--- src/shared/sched_pkg.sv ---
// Shared constants, state and command encodings for the bank scheduler.
// Assumes a single 200 MHz scheduler clock, one quarter of the memory clock.
package sched_pkg;

  localparam int NUM_ENG  = 4;
  localparam int ENG_W    = 2;
  localparam int NUM_RANK = 2;
  localparam int RANK_W   = 1;
  localparam int BANK_W   = 3;
  localparam int ROW_W    = 15;

  localparam int CLK_MHZ  = 200;
  localparam int MEM_CLK_RATIO = 4;

  // Device timing in picoseconds, converted to scheduler cycles below.
  localparam int T_RCD_PS  = 18000;
  localparam int T_RP_PS   = 18000;
  localparam int T_RAS_PS  = 42000;
  localparam int T_FAW_PS  = 50000;
  localparam int T_RFC_PS  = 130000;
  localparam int T_WTR_PS  = 7500;
  localparam int T_RTW_PS  = 10000;
  localparam int T_REFI_PS = 3900000;

  localparam int RCD_CYC  = (T_RCD_PS * CLK_MHZ + 999999) / 1000000;
  localparam int RP_CYC   = (T_RP_PS * CLK_MHZ + 999999) / 1000000;
  localparam int RAS_CYC  = (T_RAS_PS * CLK_MHZ + 999999) / 1000000;
  localparam int FAW_CYC  = (T_FAW_PS * CLK_MHZ + 999999) / 1000000;
  localparam int RFC_CYC  = (T_RFC_PS * CLK_MHZ + 999999) / 1000000;
  localparam int WTR_CYC  = (T_WTR_PS * CLK_MHZ + 999999) / 1000000;
  localparam int RTW_CYC  = (T_RTW_PS * CLK_MHZ + 999999) / 1000000;
  localparam int REFI_CYC = (T_REFI_PS * CLK_MHZ) / 1000000;
  localparam int CCD_CYC  = 1;

  localparam int FAW_ACTS  = 4;
  localparam int GROUP_MAX = 8;

  localparam int TMR_W  = 4;
  localparam int GAP_W  = 3;
  localparam int RFC_W  = 5;
  localparam int REFI_W = 10;
  localparam int CNT_W  = 4;

  localparam logic [TMR_W-1:0]  RCD_LOAD  = TMR_W'(RCD_CYC - 1);
  localparam logic [TMR_W-1:0]  RP_LOAD   = TMR_W'(RP_CYC - 1);
  localparam logic [TMR_W-1:0]  RAS_MIN   = TMR_W'(RAS_CYC);
  localparam logic [GAP_W-1:0]  WTR_GAP   = GAP_W'(WTR_CYC);
  localparam logic [GAP_W-1:0]  RTW_GAP   = GAP_W'(RTW_CYC);
  localparam logic [GAP_W-1:0]  CCD_GAP   = GAP_W'(CCD_CYC);
  localparam logic [RFC_W-1:0]  RFC_LOAD  = RFC_W'(RFC_CYC);
  localparam logic [REFI_W-1:0] REFI_LOAD = REFI_W'(REFI_CYC - 1);
  localparam logic [CNT_W-1:0]  FAW_LIMIT = CNT_W'(FAW_ACTS);
  localparam logic [CNT_W-1:0]  GRP_LIMIT = CNT_W'(GROUP_MAX);

  typedef enum logic [2:0] {
    E_IDLE, E_WAIT, E_ACT, E_RCD, E_COL, E_HOLD, E_PRE, E_RP
  } eng_state_e;

  typedef enum logic [1:0] {
    RC_NONE, RC_ACT, RC_PRE, RC_REF
  } row_cmd_e;

endpackage

--- src/shared/arb_if.sv ---
// Request and grant bundle between the scheduler and a round-robin arbiter.
// Assumes both ends run on the scheduler clock.
interface arb_if;
  logic [sched_pkg::NUM_ENG-1:0] req;
  logic                          grant_valid;
  logic [sched_pkg::ENG_W-1:0]   grant_idx;

  modport client  (output req, input grant_valid, input grant_idx);
  modport arbiter (input req, output grant_valid, output grant_idx);
endinterface

--- src/design/dram_bank_scheduler.sv ---
// Command scheduler: bank engine pool, rank and column machines, row and column arbitration.
// Assumes requests and commands run on core_clk, one quarter of the memory clock.
//
// Contract
// - One engine owns one bank at once
// - Bind request to free engine, release after
// - Idle request: activate, column, precharge, release
// - Same-row follower: skip precharge and activate
// - Middle request needs neither activate nor precharge
// - Precharge early unless a queued request hits
// - Rank inhibits activates over window limit
// - Rank machines fixed to one rank
// - Column machine paces the shared data bus
// - At most one row, one column command
// - Round-robin grant among competing engines
// - Activate requested only when timing allows
// - Same open row inherits engine state
// - Every request issues column after row delay
// - Column needs state, bus, priority, order
// - Requests wait out refresh, then round-robin
// - Writes issue in request order
// - Same rank-bank requests retire in order
// - Close row when no queued request hits
// - Queue depth equals engine count
// - Commands exchanged in quarter-rate clock
// - Enforce timing, refresh, group reads writes
// - Column tag lets user layer reorder reads
module dram_bank_scheduler (
  input  wire logic                           core_clk,
  input  wire logic                           rst_n,
  input  wire logic                           normal_ordering_mode,
  input  wire logic                           req_valid,
  output logic                                req_ready,
  output logic [sched_pkg::ENG_W-1:0]         req_tag,
  input  wire logic                           req_write,
  input  wire logic [sched_pkg::RANK_W-1:0]   req_rank,
  input  wire logic [sched_pkg::BANK_W-1:0]   req_bank,
  input  wire logic [sched_pkg::ROW_W-1:0]    req_row,
  output logic                                row_cmd_valid,
  output sched_pkg::row_cmd_e                 row_cmd_kind,
  output logic [sched_pkg::RANK_W-1:0]        row_cmd_rank,
  output logic [sched_pkg::BANK_W-1:0]        row_cmd_bank,
  output logic [sched_pkg::ROW_W-1:0]         row_cmd_row,
  output logic                                col_cmd_valid,
  output logic                                col_cmd_write,
  output logic [sched_pkg::RANK_W-1:0]        col_cmd_rank,
  output logic [sched_pkg::BANK_W-1:0]        col_cmd_bank,
  output logic [sched_pkg::ENG_W-1:0]         col_cmd_tag
);

  localparam int N = sched_pkg::NUM_ENG;

  function automatic logic [sched_pkg::ENG_W-1:0] first_set(input logic [N-1:0] v);
    logic [sched_pkg::ENG_W-1:0] idx;
    idx = '0;
    for (int k = N - 1; k >= 0; k--) begin
      if (v[k]) begin
        idx = sched_pkg::ENG_W'(k);
      end
    end
    return idx;
  endfunction

  logic rst_meta_ff;
  logic rst_sync_n;

  always_ff @(posedge core_clk or negedge rst_n) begin
    if (!rst_n) begin
      rst_meta_ff <= 1'h0;
      rst_sync_n  <= 1'h0;
    end else begin
      rst_meta_ff <= 1'h1;
      rst_sync_n  <= rst_meta_ff;
    end
  end

  sched_pkg::eng_state_e         st_ff   [N];
  logic [sched_pkg::RANK_W-1:0]  rank_ff [N];
  logic [sched_pkg::BANK_W-1:0]  bank_ff [N];
  logic [sched_pkg::ROW_W-1:0]   row_ff  [N];
  logic [sched_pkg::ENG_W-1:0]   pred_ff [N];
  logic [sched_pkg::TMR_W-1:0]   tmr_ff  [N];
  logic [sched_pkg::TMR_W-1:0]   ras_ff  [N];
  logic [N-1:0]                  older_ff[N];
  logic [N-1:0]                  wr_ff;
  logic [N-1:0]                  haspred_ff;
  logic [N-1:0]                  inh_ff;

  logic [N-1:0] busy;
  logic [N-1:0] open_st;
  logic [N-1:0] live_st;
  logic [N-1:0] col_pend;
  logic [N-1:0] same_bank;
  logic [N-1:0] succ_any;
  logic [N-1:0] succ_inh;
  logic [N-1:0] tail;
  logic [N-1:0] row_req;
  logic [N-1:0] col_req;
  logic [N-1:0] col_hi;

  logic [sched_pkg::ENG_W-1:0]  alloc_idx;
  logic [sched_pkg::ENG_W-1:0]  tail_idx;
  logic                         tail_hit;
  logic                         can_inherit;
  logic                         accept;
  logic [sched_pkg::NUM_RANK-1:0] act_inhibit;
  logic                         rd_inhibit;
  logic                         wr_inhibit;
  logic                         ref_block;
  logic                         ref_go;

  arb_if row_bus ();
  arb_if col_bus ();

  generate
    for (genvar i = 0; i < N; i++) begin : g_flags
      assign busy[i]     = st_ff[i] != sched_pkg::E_IDLE;
      assign open_st[i]  = st_ff[i] inside {sched_pkg::E_RCD, sched_pkg::E_COL,
                                            sched_pkg::E_HOLD, sched_pkg::E_PRE,
                                            sched_pkg::E_RP};
      assign live_st[i]  = st_ff[i] inside {sched_pkg::E_WAIT, sched_pkg::E_ACT,
                                            sched_pkg::E_RCD, sched_pkg::E_COL,
                                            sched_pkg::E_HOLD};
      assign col_pend[i] = st_ff[i] inside {sched_pkg::E_WAIT, sched_pkg::E_ACT,
                                            sched_pkg::E_RCD, sched_pkg::E_COL};
      assign same_bank[i] = busy[i] && rank_ff[i] == req_rank && bank_ff[i] == req_bank;
      always_comb begin
        succ_any[i] = 1'h0;
        succ_inh[i] = 1'h0;
        for (int j = 0; j < N; j++) begin
          if (st_ff[j] == sched_pkg::E_WAIT && haspred_ff[j] &&
              pred_ff[j] == sched_pkg::ENG_W'(i)) begin
            succ_any[i] = 1'h1;
            succ_inh[i] = succ_inh[i] | inh_ff[j];
          end
        end
      end
      assign tail[i] = same_bank[i] && !succ_any[i];
    end
  endgenerate

  assign alloc_idx = first_set(~busy);
  assign req_ready = |(~busy);
  assign req_tag   = alloc_idx;
  assign accept    = req_valid && req_ready;
  assign tail_idx  = first_set(tail);
  assign tail_hit  = |tail;
  assign can_inherit = tail_hit && live_st[tail_idx] && row_ff[tail_idx] == req_row &&
                       !ref_block;

  // Row requests: activates gated by rank window and refresh, precharges always.
  generate
    for (genvar i = 0; i < N; i++) begin : g_req
      logic older_wr_pend;
      logic older_any_pend;
      assign older_wr_pend  = |(older_ff[i] & wr_ff & col_pend);
      assign older_any_pend = |(older_ff[i] & col_pend);
      assign row_req[i] = (st_ff[i] == sched_pkg::E_ACT && !act_inhibit[rank_ff[i]] &&
                           !ref_block) || st_ff[i] == sched_pkg::E_PRE;
      // column gated by bus and order
      assign col_req[i] = st_ff[i] == sched_pkg::E_COL &&
                          !(wr_ff[i] ? wr_inhibit : rd_inhibit) &&
                          !(wr_ff[i] && older_wr_pend) &&
                          !(!normal_ordering_mode && older_any_pend);
    end
  endgenerate

  // Column machine: spacing and turnaround since the last column command.
  logic                         last_wr_ff;
  logic [sched_pkg::GAP_W-1:0]  gap_ff;
  logic [sched_pkg::CNT_W-1:0]  streak_ff;
  logic                         group_open;

  assign rd_inhibit = gap_ff < (last_wr_ff ? sched_pkg::WTR_GAP : sched_pkg::CCD_GAP);
  assign wr_inhibit = gap_ff < (last_wr_ff ? sched_pkg::CCD_GAP : sched_pkg::RTW_GAP);
  assign group_open = streak_ff < sched_pkg::GRP_LIMIT;
  assign col_hi = col_req & (last_wr_ff ? wr_ff : ~wr_ff);
  assign row_bus.req = row_req;
  assign col_bus.req = (group_open && |col_hi) ? col_hi : col_req;

  rr_arbiter u_row_arb (
    .core_clk   (core_clk),
    .rst_sync_n (rst_sync_n),
    .arb        (row_bus)
  );

  rr_arbiter u_col_arb (
    .core_clk   (core_clk),
    .rst_sync_n (rst_sync_n),
    .arb        (col_bus)
  );

  logic [sched_pkg::ENG_W-1:0] rg;
  logic [sched_pkg::ENG_W-1:0] cg;
  logic                        row_win;
  logic                        col_win;
  logic                        col_wr;
  assign rg      = row_bus.grant_idx;
  assign cg      = col_bus.grant_idx;
  assign row_win = row_bus.grant_valid;
  assign col_win = col_bus.grant_valid;
  assign col_wr  = wr_ff[cg];

  always_ff @(posedge core_clk or negedge rst_sync_n) begin
    if (!rst_sync_n) begin
      last_wr_ff <= 1'h0;
      gap_ff     <= '1;
      streak_ff  <= '0;
    end else if (col_win) begin
      last_wr_ff <= col_wr;
      gap_ff     <= 3'h1;
      streak_ff  <= (col_wr == last_wr_ff && group_open) ? streak_ff + 4'h1 : 4'h1;
    end else if (gap_ff != '1) begin
      gap_ff <= gap_ff + 3'h1;
    end
  end

  // Rank machines: activate history per rank over the four-activate window.
  generate
    for (genvar r = 0; r < sched_pkg::NUM_RANK; r++) begin : g_rank
      logic [sched_pkg::FAW_CYC-1:0] hist_ff;
      logic [sched_pkg::CNT_W-1:0]   acts;
      logic                          act_here;
      assign act_here = row_win && st_ff[rg] == sched_pkg::E_ACT &&
                        rank_ff[rg] == sched_pkg::RANK_W'(r);
      always_comb begin
        acts = '0;
        for (int k = 0; k < sched_pkg::FAW_CYC; k++) begin
          acts = acts + sched_pkg::CNT_W'(hist_ff[k]);
        end
      end
      assign act_inhibit[r] = acts >= sched_pkg::FAW_LIMIT;
      always_ff @(posedge core_clk or negedge rst_sync_n) begin
        if (!rst_sync_n) begin
          hist_ff <= '0;
        end else begin
          hist_ff <= {hist_ff[sched_pkg::FAW_CYC-2:0], act_here};
        end
      end
    end
  endgenerate

  // Refresh waits for every bank to close; new activates hold off meanwhile.
  logic                         ref_need_ff;
  logic [sched_pkg::REFI_W-1:0] refi_ff;
  logic [sched_pkg::RFC_W-1:0]  rfc_ff;

  assign ref_block = ref_need_ff || rfc_ff != '0;
  assign ref_go    = ref_need_ff && !(|open_st) && rfc_ff == '0;

  always_ff @(posedge core_clk or negedge rst_sync_n) begin
    if (!rst_sync_n) begin
      ref_need_ff <= 1'h0;
      refi_ff     <= sched_pkg::REFI_LOAD;
      rfc_ff      <= '0;
    end else begin
      refi_ff     <= (refi_ff == '0) ? sched_pkg::REFI_LOAD : refi_ff - 10'h001;
      ref_need_ff <= (refi_ff == '0) || (ref_need_ff && !ref_go);
      rfc_ff      <= ref_go ? sched_pkg::RFC_LOAD : (rfc_ff != '0 ? rfc_ff - 5'h01 : rfc_ff);
    end
  end

  // Bank engines.
  generate
    for (genvar i = 0; i < N; i++) begin : g_eng
      sched_pkg::eng_state_e        nxt_st;
      logic [sched_pkg::TMR_W-1:0]  nxt_tmr;
      logic [sched_pkg::TMR_W-1:0]  nxt_ras;
      logic                         mine;
      logic                         pre_go;
      assign mine = accept && alloc_idx == sched_pkg::ENG_W'(i);
      assign pre_go = ras_ff[i] >= sched_pkg::RAS_MIN && !succ_inh[i] &&
                      !(accept && can_inherit && tail_idx == sched_pkg::ENG_W'(i));
      always_comb begin
        nxt_st  = st_ff[i];
        nxt_tmr = tmr_ff[i];
        nxt_ras = (ras_ff[i] != '1) ? ras_ff[i] + 4'h1 : ras_ff[i];
        case (st_ff[i])
          sched_pkg::E_IDLE: begin
            if (mine) begin
              nxt_st = tail_hit ? sched_pkg::E_WAIT : sched_pkg::E_ACT;
            end
          end
          sched_pkg::E_WAIT: begin
            if (inh_ff[i] && st_ff[pred_ff[i]] == sched_pkg::E_HOLD) begin
              nxt_st  = sched_pkg::E_COL;
              nxt_ras = ras_ff[pred_ff[i]];
            end else if (!inh_ff[i] && st_ff[pred_ff[i]] == sched_pkg::E_IDLE) begin
              nxt_st = sched_pkg::E_ACT;
            end
          end
          sched_pkg::E_ACT: begin
            if (row_win && rg == sched_pkg::ENG_W'(i)) begin
              nxt_st  = sched_pkg::E_RCD;
              nxt_tmr = sched_pkg::RCD_LOAD;
              nxt_ras = '0;
            end
          end
          sched_pkg::E_RCD: begin
            if (tmr_ff[i] == '0) begin
              nxt_st = sched_pkg::E_COL;
            end else begin
              nxt_tmr = tmr_ff[i] - 4'h1;
            end
          end
          sched_pkg::E_COL: begin
            if (col_win && cg == sched_pkg::ENG_W'(i)) begin
              nxt_st = sched_pkg::E_HOLD;
            end
          end
          sched_pkg::E_HOLD: begin
            if (succ_inh[i]) begin
              nxt_st = sched_pkg::E_IDLE;
            end else if (pre_go) begin
              nxt_st = sched_pkg::E_PRE;
            end
          end
          sched_pkg::E_PRE: begin
            if (row_win && rg == sched_pkg::ENG_W'(i)) begin
              nxt_st  = sched_pkg::E_RP;
              nxt_tmr = sched_pkg::RP_LOAD;
            end
          end
          sched_pkg::E_RP: begin
            if (tmr_ff[i] == '0) begin
              nxt_st = sched_pkg::E_IDLE;
            end else begin
              nxt_tmr = tmr_ff[i] - 4'h1;
            end
          end
          default: begin
            nxt_st = sched_pkg::E_IDLE;
          end
        endcase
      end

      always_ff @(posedge core_clk or negedge rst_sync_n) begin
        if (!rst_sync_n) begin
          st_ff[i]      <= sched_pkg::E_IDLE;
          tmr_ff[i]     <= '0;
          ras_ff[i]     <= '0;
          older_ff[i]   <= '0;
          rank_ff[i]    <= '0;
          bank_ff[i]    <= '0;
          row_ff[i]     <= '0;
          pred_ff[i]    <= '0;
          wr_ff[i]      <= 1'h0;
          haspred_ff[i] <= 1'h0;
          inh_ff[i]     <= 1'h0;
        end else begin
          st_ff[i]    <= nxt_st;
          tmr_ff[i]   <= nxt_tmr;
          ras_ff[i]   <= nxt_ras;
          older_ff[i] <= mine ? busy : (older_ff[i] & busy);
          if (mine) begin
            rank_ff[i]    <= req_rank;
            bank_ff[i]    <= req_bank;
            row_ff[i]     <= req_row;
            wr_ff[i]      <= req_write;
            pred_ff[i]    <= tail_idx;
            haspred_ff[i] <= tail_hit;
            inh_ff[i]     <= can_inherit;
          end else if (nxt_st != sched_pkg::E_WAIT) begin
            haspred_ff[i] <= 1'h0;
          end
        end
      end
    end
  endgenerate

  // Command outputs, one row and one column slot per scheduler cycle.
  logic                         row_v_ff;
  sched_pkg::row_cmd_e          row_k_ff;
  logic [sched_pkg::RANK_W-1:0] row_rk_ff;
  logic [sched_pkg::BANK_W-1:0] row_bk_ff;
  logic [sched_pkg::ROW_W-1:0]  row_rw_ff;
  logic                         col_v_ff;
  logic                         col_w_ff;
  logic [sched_pkg::RANK_W-1:0] col_rk_ff;
  logic [sched_pkg::BANK_W-1:0] col_bk_ff;
  logic [sched_pkg::ENG_W-1:0]  col_tg_ff;
  sched_pkg::row_cmd_e          nxt_row_k;

  assign nxt_row_k = ref_go ? sched_pkg::RC_REF :
                     !row_win ? sched_pkg::RC_NONE :
                     (st_ff[rg] == sched_pkg::E_ACT) ? sched_pkg::RC_ACT : sched_pkg::RC_PRE;

  always_ff @(posedge core_clk or negedge rst_sync_n) begin
    if (!rst_sync_n) begin
      row_v_ff  <= 1'h0;
      row_k_ff  <= sched_pkg::RC_NONE;
      row_rk_ff <= '0;
      row_bk_ff <= '0;
      row_rw_ff <= '0;
      col_v_ff  <= 1'h0;
      col_w_ff  <= 1'h0;
      col_rk_ff <= '0;
      col_bk_ff <= '0;
      col_tg_ff <= '0;
    end else begin
      row_v_ff  <= ref_go || row_win;
      row_k_ff  <= nxt_row_k;
      row_rk_ff <= rank_ff[rg];
      row_bk_ff <= bank_ff[rg];
      row_rw_ff <= row_ff[rg];
      col_v_ff  <= col_win;
      col_w_ff  <= col_wr;
      col_rk_ff <= rank_ff[cg];
      col_bk_ff <= bank_ff[cg];
      col_tg_ff <= cg;
    end
  end

  assign row_cmd_valid = row_v_ff;
  assign row_cmd_kind  = row_k_ff;
  assign row_cmd_rank  = row_rk_ff;
  assign row_cmd_bank  = row_bk_ff;
  assign row_cmd_row   = row_rw_ff;
  assign col_cmd_valid = col_v_ff;
  assign col_cmd_write = col_w_ff;
  assign col_cmd_rank  = col_rk_ff;
  assign col_cmd_bank  = col_bk_ff;
  assign col_cmd_tag   = col_tg_ff;

endmodule

--- src/design/rr_arbiter.sv ---
// Round-robin arbiter over the bank engines, one grant per cycle.
// Assumes the engine count is a power of two so the index wraps naturally.
module rr_arbiter (
  input  wire logic core_clk,
  input  wire logic rst_sync_n,
  arb_if.arbiter    arb
);

  logic [sched_pkg::ENG_W-1:0] ptr_ff;
  logic [sched_pkg::ENG_W-1:0] nxt_ptr;

  always_comb begin
    logic                        found;
    logic [sched_pkg::ENG_W-1:0] cand;
    found = 1'h0;
    cand  = '0;
    arb.grant_valid = 1'h0;
    arb.grant_idx   = '0;
    for (int k = 0; k < sched_pkg::NUM_ENG; k++) begin
      cand = ptr_ff + sched_pkg::ENG_W'(k);
      if (!found && arb.req[cand]) begin
        found = 1'h1;
        arb.grant_valid = 1'h1;
        arb.grant_idx   = cand;
      end
    end
  end

  assign nxt_ptr = arb.grant_valid ? arb.grant_idx + 2'h1 : ptr_ff;

  always_ff @(posedge core_clk or negedge rst_sync_n) begin
    if (!rst_sync_n) begin
      ptr_ff <= '0;
    end else begin
      ptr_ff <= nxt_ptr;
    end
  end

endmodule

--- config.mk ---
export PLATFORM = sky130hd
export DESIGN_NAME = dram_bank_scheduler
export DESIGN_NICKNAME = d
export VERILOG_FILES = /design/src/shared/sched_pkg.sv /design/src/shared/arb_if.sv /design/src/design/dram_bank_scheduler.sv /design/src/design/rr_arbiter.sv
export SDC_FILE = /design/constraint.sdc
export NUM_CORES = 1
export LEC_CHECK = 0
export ABC_CLOCK_PERIOD_IN_PS = 7600
export BUFFER_PORTS_ARGS = -buffer_cell sky130_fd_sc_hd__buf_4
export CAP_MARGIN = 30
export CORE_MARGIN = 5
export CORE_UTILIZATION = 47
export DETAILED_ROUTE_END_ITERATION = 16
export PLACE_DENSITY_LB_ADDON = 0.3
export SYNTH_ARGS = -nofsm -noshare
export SYNTH_HDL_FRONTEND = slang
export SYNTH_HIERARCHICAL = 1
export SYNTH_SLANG_ARGS = --single-unit
--- constraint.sdc ---
create_clock -name core_clk -period 7.6 [get_ports core_clk]
set_input_delay 0.76 -clock core_clk [delete_from_list [all_inputs] [get_ports core_clk]]
set_output_delay 0.76 -clock core_clk [all_outputs]
set_load 0.02 [all_outputs]
# Word-level counts from Yosys, hierarchy flattened
# Cells that the tools add are included.
totals:
  regBits: 236
  out_inout_bits: 33
  wordCells: 721
op_classes:
  addsub: 38
  order_cmp: 30
  n_eq_ne: 84
  muxes: 231
  n_bitwise: 39
  n_reduce_logical: 233
op_table:
  columns: ["cell", "count"]
  rows:
  - ["2-to-1 mux 3 bit", 56]
  - ["2-to-1 mux 4 bit", 35]
  - ["logical AND 1 bit", 111]
  - ["one-hot mux 3 bit (8 select lines)", 4]
  - ["2-to-1 mux 1 bit", 74]
  - ["bitwise AND 4 bit", 17]
  - ["one-hot mux 4 bit (2 select lines)", 8]
  - ["binary-select mux 15 bit (select 2 bit)", 2]
  - ["equality test 3 bit, second input constant", 20]
  - ["2-to-1 mux 15 bit", 4]
  - ["adder 4 x 1 -> 4 bit", 12]
  - ["OR reduction 4 bit", 12]
  - ["nonzero test 5 bit", 9]
  - ["2-to-1 mux 2 bit", 22]
  - ["binary-select mux 3 bit (select 2 bit)", 7]
  - ["zero test 1 bit", 42]
  - ["binary-select mux 4 bit (select 2 bit)", 4]
  - ["equality test 2 bit, second input constant", 16]
  - ["less-than comparator 2 x 3 -> 1 bit, second input constant", 10]
  - ["equality test 3 x 2 -> 1 bit, second input constant", 9]
  - ["binary-select mux 1 bit (select 2 bit)", 12]
  - ["zero test 3 bit", 8]
  - ["greater-or-equal comparator 3 bit, second input constant", 7]
  - ["inverter 2 -> 3 bit", 7]
  - ["other kinds (40)", 147]

# Depth between registers and ports, before layout
depth:
  word_depth: 36
  depth_mapped: 23
  depth_no_buf: 20

# By module
# Netlist, hierarchy kept.
by_module_without_submodules:
  columns: ["module", "n_inst", "cells_per_inst", "area_each_um2"]
  rows:
  - ["dram_bank_scheduler", 1, 1350, 13545.5]
  - ["rr_arbiter at u_col_arb", 1, 23, 168.9]
  - ["rr_arbiter at u_row_arb", 1, 20, 157.7]

# Least setup slack after synthesis
# No wires, ideal clock.
synth_timing:
  kind: "register -> register"
  start: "register g_rank[1].hist_ff[0] (netlist name)"
  end: "register row_rw_ff, in the netlist row_cmd_row[10]"
  t_arrival_ns: 4.570
  required_ns: 7.462
  path_slack_ns: 2.892
  path_stages_with_launch: 18
  path_buffers: 3
  period_less_slack_ns: 4.708
  path_cell_list: "dfrtp_1 fa_1 inv_1 fa_1 inv_1 fa_1 ha_1 nand2_1 o21ai_0 mux2i_1 a21oi_1 nor2_1 and3b_1 a311oi_1 clkbuf_1 clkbuf_1 buf_1 mux4_2"
synth_via:
  elab_chain_cells: 32
  elab_cells_between_ends: 59
  cone_classes: "add/sub: 9; order compare: 1; mux: 26; bitwise: 1; reduce/logical: 22"
synth_lines:
  columns: ["item", "line", "rtl"]
  rows:
  - ["from (decl)", "dram_bank_scheduler.sv:221", "logic [sched_pkg::FAW_CYC-1:0] hist_ff;"]
  - ["from (signal assigned)", "dram_bank_scheduler.sv:237", "hist_ff <= {hist_ff[sched_pkg::FAW_CYC-2:0], act_here};"]
  - ["adder 1 x 1 -> 2 bit *", "dram_bank_scheduler.sv:229", "acts = acts + sched_pkg::CNT_W'(hist_ff[k]);"]
  - ["adder 2 x 1 -> 3 bit *", "dram_bank_scheduler.sv:229", null]
  - ["adder 3 x 1 -> 4 bit *", "dram_bank_scheduler.sv:229", null]
  - ["adder 4 x 1 -> 4 bit * (6 in series)", "dram_bank_scheduler.sv:229", null]
  - ["greater-or-equal comparator 4 x 3 -> 1 bit *", "dram_bank_scheduler.sv:232", "assign act_inhibit[r] = acts >= sched_pkg::FAW_LIMIT;"]
  - ["2-to-1 mux 1 bit (not written as such) * (2 in series)", "dram_bank_scheduler.sv:158", "assign row_req[i] = (st_ff[i] == sched_pkg::E_ACT && !act_inhibit[rank_ff[i]] &&"]
  - ["zero test 1 bit *", "dram_bank_scheduler.sv:158", null]
  - ["logical AND 1 bit * (2 in series)", "dram_bank_scheduler.sv:158", null]
  - ["[... 1 more ...]", null, null]
  - ["net row_bus.req (one bit)", "arb_if.sv:4", "logic [sched_pkg::NUM_ENG-1:0] req;"]
  - ["[... 8 more ...]", null, null]
  - ["2-to-1 mux 1 bit", "rr_arbiter.sv:21", "if (!found && arb.req[cand]) begin"]
  - ["zero test 1 bit", "rr_arbiter.sv:21", null]
  - ["logical AND 1 bit", "rr_arbiter.sv:21", null]
  - ["2-to-1 mux 2 bit *", "rr_arbiter.sv:21", null]
  - ["net rg (one bit)", "dram_bank_scheduler.sv:193", "logic [sched_pkg::ENG_W-1:0] rg;"]
  - ["inverter 2 -> 3 bit (not written as such) *", "dram_bank_scheduler.sv:405", "row_rw_ff <= row_ff[rg];"]
  - ["binary-select mux 15 bit (select 2 bit) *", "dram_bank_scheduler.sv:405", null]
  - ["2-to-1 mux 15 bit (not written as such) * (2 in series)", "dram_bank_scheduler.sv:405", null]
  - ["to (signal assigned)", "dram_bank_scheduler.sv:405", null]
  - ["to (decl)", "dram_bank_scheduler.sv:376", "logic [sched_pkg::ROW_W-1:0] row_rw_ff;"]
# Mark *: on every way through the listed nets, which the timed path passes. The rest lies on a longest branch. The select of a mux whose other input is x is not followed.
# A chain may end at the register's enable or synchronous reset.

# Worst setup path in the final report
layout_timing:
  start: "register st_ff[10] (netlist name)"
  end: "register streak_ff[2] (netlist name)"
layout_via:
  elab_chain_cells: 29
  elab_cells_between_ends: 77
  cone_classes: "eq/ne: 5; mux: 20; bitwise: 9; reduce/logical: 43"
layout_lines:
  columns: ["item", "line", "rtl"]
  rows:
  - ["from (decl)", "dram_bank_scheduler.sv:77", "sched_pkg::eng_state_e st_ff [N];"]
  - ["from (signal, indexed assignment)", "dram_bank_scheduler.sv:339", "st_ff[i] <= sched_pkg::E_IDLE;"]
  - ["from (signal, indexed assignment)", "dram_bank_scheduler.sv:351", "st_ff[i] <= nxt_st;"]
  - ["equality test 3 x 1 -> 1 bit, or another cell as far along", "dram_bank_scheduler.sv:124", "assign col_pend[i] = st_ff[i] inside {sched_pkg::E_WAIT, sched_pkg::E_ACT,"]
  - ["nonzero test 4 bit", "dram_bank_scheduler.sv:124", null]
  - ["bitwise AND 4 bit", "dram_bank_scheduler.sv:156", "assign older_wr_pend = |(older_ff[i] & wr_ff & col_pend);"]
  - ["OR reduction 4 bit", "dram_bank_scheduler.sv:156", null]
  - ["logical AND 1 bit", "dram_bank_scheduler.sv:163", "!(wr_ff[i] && older_wr_pend) &&"]
  - ["zero test 1 bit", "dram_bank_scheduler.sv:163", null]
  - ["logical AND 1 bit", "dram_bank_scheduler.sv:162", "!(wr_ff[i] ? wr_inhibit : rd_inhibit) &&"]
  - ["logical AND 1 bit", "dram_bank_scheduler.sv:163", null]
  - ["[... 4 more ...]", null, null]
  - ["net col_bus.req (one bit)", "arb_if.sv:4", null]
  - ["[... 11 more ...]", null, null]
  - ["2-to-1 mux 2 bit *", "rr_arbiter.sv:21", null]
  - ["net cg (one bit)", "dram_bank_scheduler.sv:194", "logic [sched_pkg::ENG_W-1:0] cg;"]
  - ["binary-select mux 1 bit (select 2 bit) *", "dram_bank_scheduler.sv:202", "assign col_wr = wr_ff[cg];"]
  - ["2-to-1 mux 1 bit (not written as such) *", "dram_bank_scheduler.sv:202", null]
  - ["net col_wr", "dram_bank_scheduler.sv:197", "logic col_wr;"]
  - ["equality test 1 bit *", "dram_bank_scheduler.sv:212", "streak_ff <= (col_wr == last_wr_ff && group_open) ? streak_ff + 4'h1 : 4'h1;"]
  - ["logical AND 1 bit *", "dram_bank_scheduler.sv:212", null]
  - ["2-to-1 mux 4 bit *", "dram_bank_scheduler.sv:212", null]
  - ["to (signal assigned)", "dram_bank_scheduler.sv:212", null]
  - ["to (decl)", "dram_bank_scheduler.sv:171", "logic [sched_pkg::CNT_W-1:0] streak_ff;"]
# Marks and branches as above.

==> results.md <==
- Top post-synthesis cells by area: dfrtp_1 41%, mux4_2 8.4%, nand2_1 4.6%, mux2_2 3.7%, o21ai_0 3.2%
- Worst Setup End Kind: flop
- Simple-gate area share of the yosys netlist: 0.189
- Final #Nets: about 1.5k
- Post-Syn Area: 13900 sq um
- DR WL/cell: ~20 um
- Clock power share: 0.183
- First-pass GRT wire length: about 60000 um
- Adder-cell share of the synthesized area: 0.0370
- Met1 wire length: around 15000 um
- Multi-input logic area: 7290 sq um
- Setup ws final: approximately 2000 ps
- N_diodes: 0
- Most common cell in the netlist: dfrtp_1
- Clock Skew: 23.3 ps
- Synth-to-Final Area Change: 11.8%
- Die width: around 180 um
- Critical path arrival: 5990 ps
- Synth warnings: 6
- Met2 Routed Length: ~18000 um
- Sequential share of the synthesized area: 0.426
- Switching pwr: 0.00305 W
- Logic gate share of total power: 0.481
- Gr ovfl total: 0
- DR vias/cell: between 6 and 7
- Slowest stage delay, CP: between 900 and 1000 ps
- Critical path buffers and inverters: 0
- EDFF count, synth: 0
- Slew @ Worst Pin: around 1000 ps
- Setup crit start kind: flop
- Fin Setup TNS: 0 ps
- Main combinational cell family by area after synthesis: simple AND/OR/NAND/NOR gates
- HP Class: flop to flop
- Synth unique cells: 88
- Synth top cells by count: 228 x dfrtp_1, 169 x nand2_1, 92 x nor2_1
- Xor/xnor share of the synthesized area: 0.0259
- Effective utilization at floorplan: 0.472
- Non-Filler Instances: approximately 1.8k
- Setup WS pre-CTS: 2130 ps
- CTS tree: built
- # DRC: 0
- Gate count after technology mapping: 1393
- Mean Syn Cell Area: 9.96 sq um
- PD cells: about 470 nW/um^2
- Worst-Skew Late Latency: roughly 550 ps
- Fin. Hold Viols: 0
- Share of the synthesized area in the top cell type: 0.411
- Initial antenna violation count: 0
- Crit path required time: around 8000 ps
- 1st-pass router iterations: 6
- Worst-path cell chain: nor3_1 > nor2_1 > a221oi_1 > o2111ai_1 > o22ai_1 > a221oi_1 > a211o_1 > o21a_1 > a21oi_1 > o21ai_0 > o2bb2a_1 > mux4_2 > xnor2_1 > nand2_1 > o21ai_0 > nand2_1 > o31ai_1
- Internal power: about 0.0042 W
- Final Cycle Share: 0.731
- Power Total: roughly 0.0072 W
- Placed Instances: between 1.5k and 2k
- Max Slew Vio Count: 0
- Global-route usage over all layers: 0.218
- Compound-gate portion of the synthesized area: 0.139
- Yosys top cell by area: dfrtp_1
- Leakage: about 6.7 nW
- Fraction of final layout cells sized beyond drive strength 1: 0.176
- Clock transition at path regs: around 60 ps
- CTS root buf: clkbuf_16
- Via count: 11.1k
- DRT antenna net count: 0
- Post-DP HPWL: approximately 25000 um
- Max Buffers Root-to-Sink: 3
- Tmin final: around 5600 ps
- Reg power frac: 0.336
- I/O pins: 57
- Crit Path Max Fanout: 19
- Area of the core: 29400 sq um
- Metal3 WL: roughly 2400 um
- Fraction of synthesized area in multiplexers: 0.132
- Final WL: approximately 36000 um
- Slowest-stage cell, CP: nor3_1
- Clock Sinks: between 200 and 250
- Vias in the first global route: roughly 11k
- Filler cells: roughly 2.6k
- VDD IR max: about 0.24 mV
- Crit-path leading delay family: compound AO/OA/AOI/OAI gates
- Worst hold margin: 351 ps
- Setup Crit Path Kind: flop to flop
- Yosys reg bits: 236
- Syn_nets: about 1.5k
- Htree depth: 1
- Max Clk Rate: between 150 and 200 MHz
- Register area: 5920 sq um
- DRT iter0 DRCs: roughly 1.1k
- Final Setup Violations: 0
- Net Sw Frac: 0.423
- Top routing layer used: met4
- Port Buf Inserts: 56
- Max_cap viols: 0
- Ys flop type: dfrtp_1
- RSZ-0062 raised after global routing: no
- Die area: 33100 sq um
- Relative slew margins: 0.326
- TritonCTS Buffers: 26
- Status: complete, no violations
- Chip Height: about 180 um
- Synth async-reset ratio: 1.00
- GPL Wtd Cong: roughly 0.92
- Largest net degree at the start of global routing: between 150 and 200
- FP Rows: 63
metal layers:
layer / track usage / vias to the layer above
met5: 0 / -
li1: - / 5087
met3: 0.0341 / 75
met2: 0.361 / 475
met4: 0.0715 / 0
met1: 0.296 / 5438
through the flow:
stage	utilization	area [sq um]
floorplan	-	13900
global placement	0.496	14600
detailed placement	0.496	14600
CTS	0.528	15500
global route	0.528	15500
finish	0.528	15500
flip-flops by register name, summed over array words and instances, names as in the netlist, 5 cells and up:
name            flops
row_ff             60
g_rank.hist_ff     20
older_ff           16
ras_ff             16
tmr_ff             16
row_cmd_row        15
bank_ff            12
st_ff              12
refi_ff            10
pred_ff             8
rfc_ff              5
path summary, 6_finish.rpt:
path                            cells past startpoint               to  slack [ps]   startpoint
worst min register to register                      0       rst_sync_n         350  rst_meta_ff
min in group asynchronous                           0  row_cmd_row[12]         400   rst_sync_n
worst min-delay path                                0       rst_sync_n         350  rst_meta_ff
max in group asynchronous                           1       ras_ff[12]        5780   rst_sync_n
worst max register to register                     17     streak_ff[2]        2050    st_ff[10]
worst max-delay path                               17     streak_ff[2]        2050    st_ff[10]
cells in the final DEF, fill, tap and decap left out, drive strengths merged, types with 9 or more instances in the layout:
cell type	count
and2	16
nand3b	11
dfrtp	228
mux4	52
nand2	170
a311oi	9
fa	10
nor4	14
inv	86
o22ai	20
a22oi	12
or3	11
ha	25
a21oi	49
mux2	45
mux2i	15
nand2b	16
nor3	31
a31oi	9
nand4	22
and3	22
nor2	93
clkbuf	38
nand3	49
o21ai	94
o2111ai	9
buf	72
xor2	19
xnor2	22
cell type report:
| cell class | count | share of cell area |
|---|---|---|
| Clock inverter | 10 | 0.00895 |
| Sequential cell | 236 | 0.382 |
| Multi-Input combinational cell | 987 | 0.470 |
| Timing Repair Buffer | 73 | 0.0376 |
| Inverter | 86 | 0.0208 |
| Clock buffer | 38 | 0.0494 |
| Tap cell | 390 | 0.0315 |
worst register-to-register path: stages, from the launching register on:
cell and delay [ps]:
dfrtp_1 620, nor3_1 920, nor2_1 340, a221oi_1 450
o2111ai_1 220, o22ai_1 210, a221oi_1 70, a211o_1 360
o21a_1 280, a21oi_1 160, o21ai_0 70, o2bb2a_1 700
mux4_2 470, xnor2_1 190, nand2_1 120, o21ai_0 160
nand2_1 70, o31ai_1 60
power by group through the flow:
stage	Clock [W]	Combinational [W]	Sequential, W
3_5_place_dp	0	0.00345	0.00242
4_1_cts	0.00135	0.00348	0.00241
6_report	0.00132	0.00347	0.00242
3_3_place_gp	0	0.00339	0.00240
5_1_grt	0.00141	0.00382	0.00250
2_1_floorplan	0	0.00268	0.00220
what timing repair did:
action / in CTS / in global routing
resized for setup: 0 / 0
hold buffers: 1 / 0
hold endpoints to repair: 2 / 0
buffers inserted: 0 / 0
kinds of logic (layout without fill, tap and decap cells):
kind of cell	Yosys count	count (layout)
other	1	1
DFF	236	236
AOI/OAI and AO/OA	291	291
xor gates and xnor gates	41	41
muxes	112	112
buffers and inverters	170	207
and+or+nand+nor	507	507
adders and majority gates	35	35
Power figures use the tool's default switching activity.
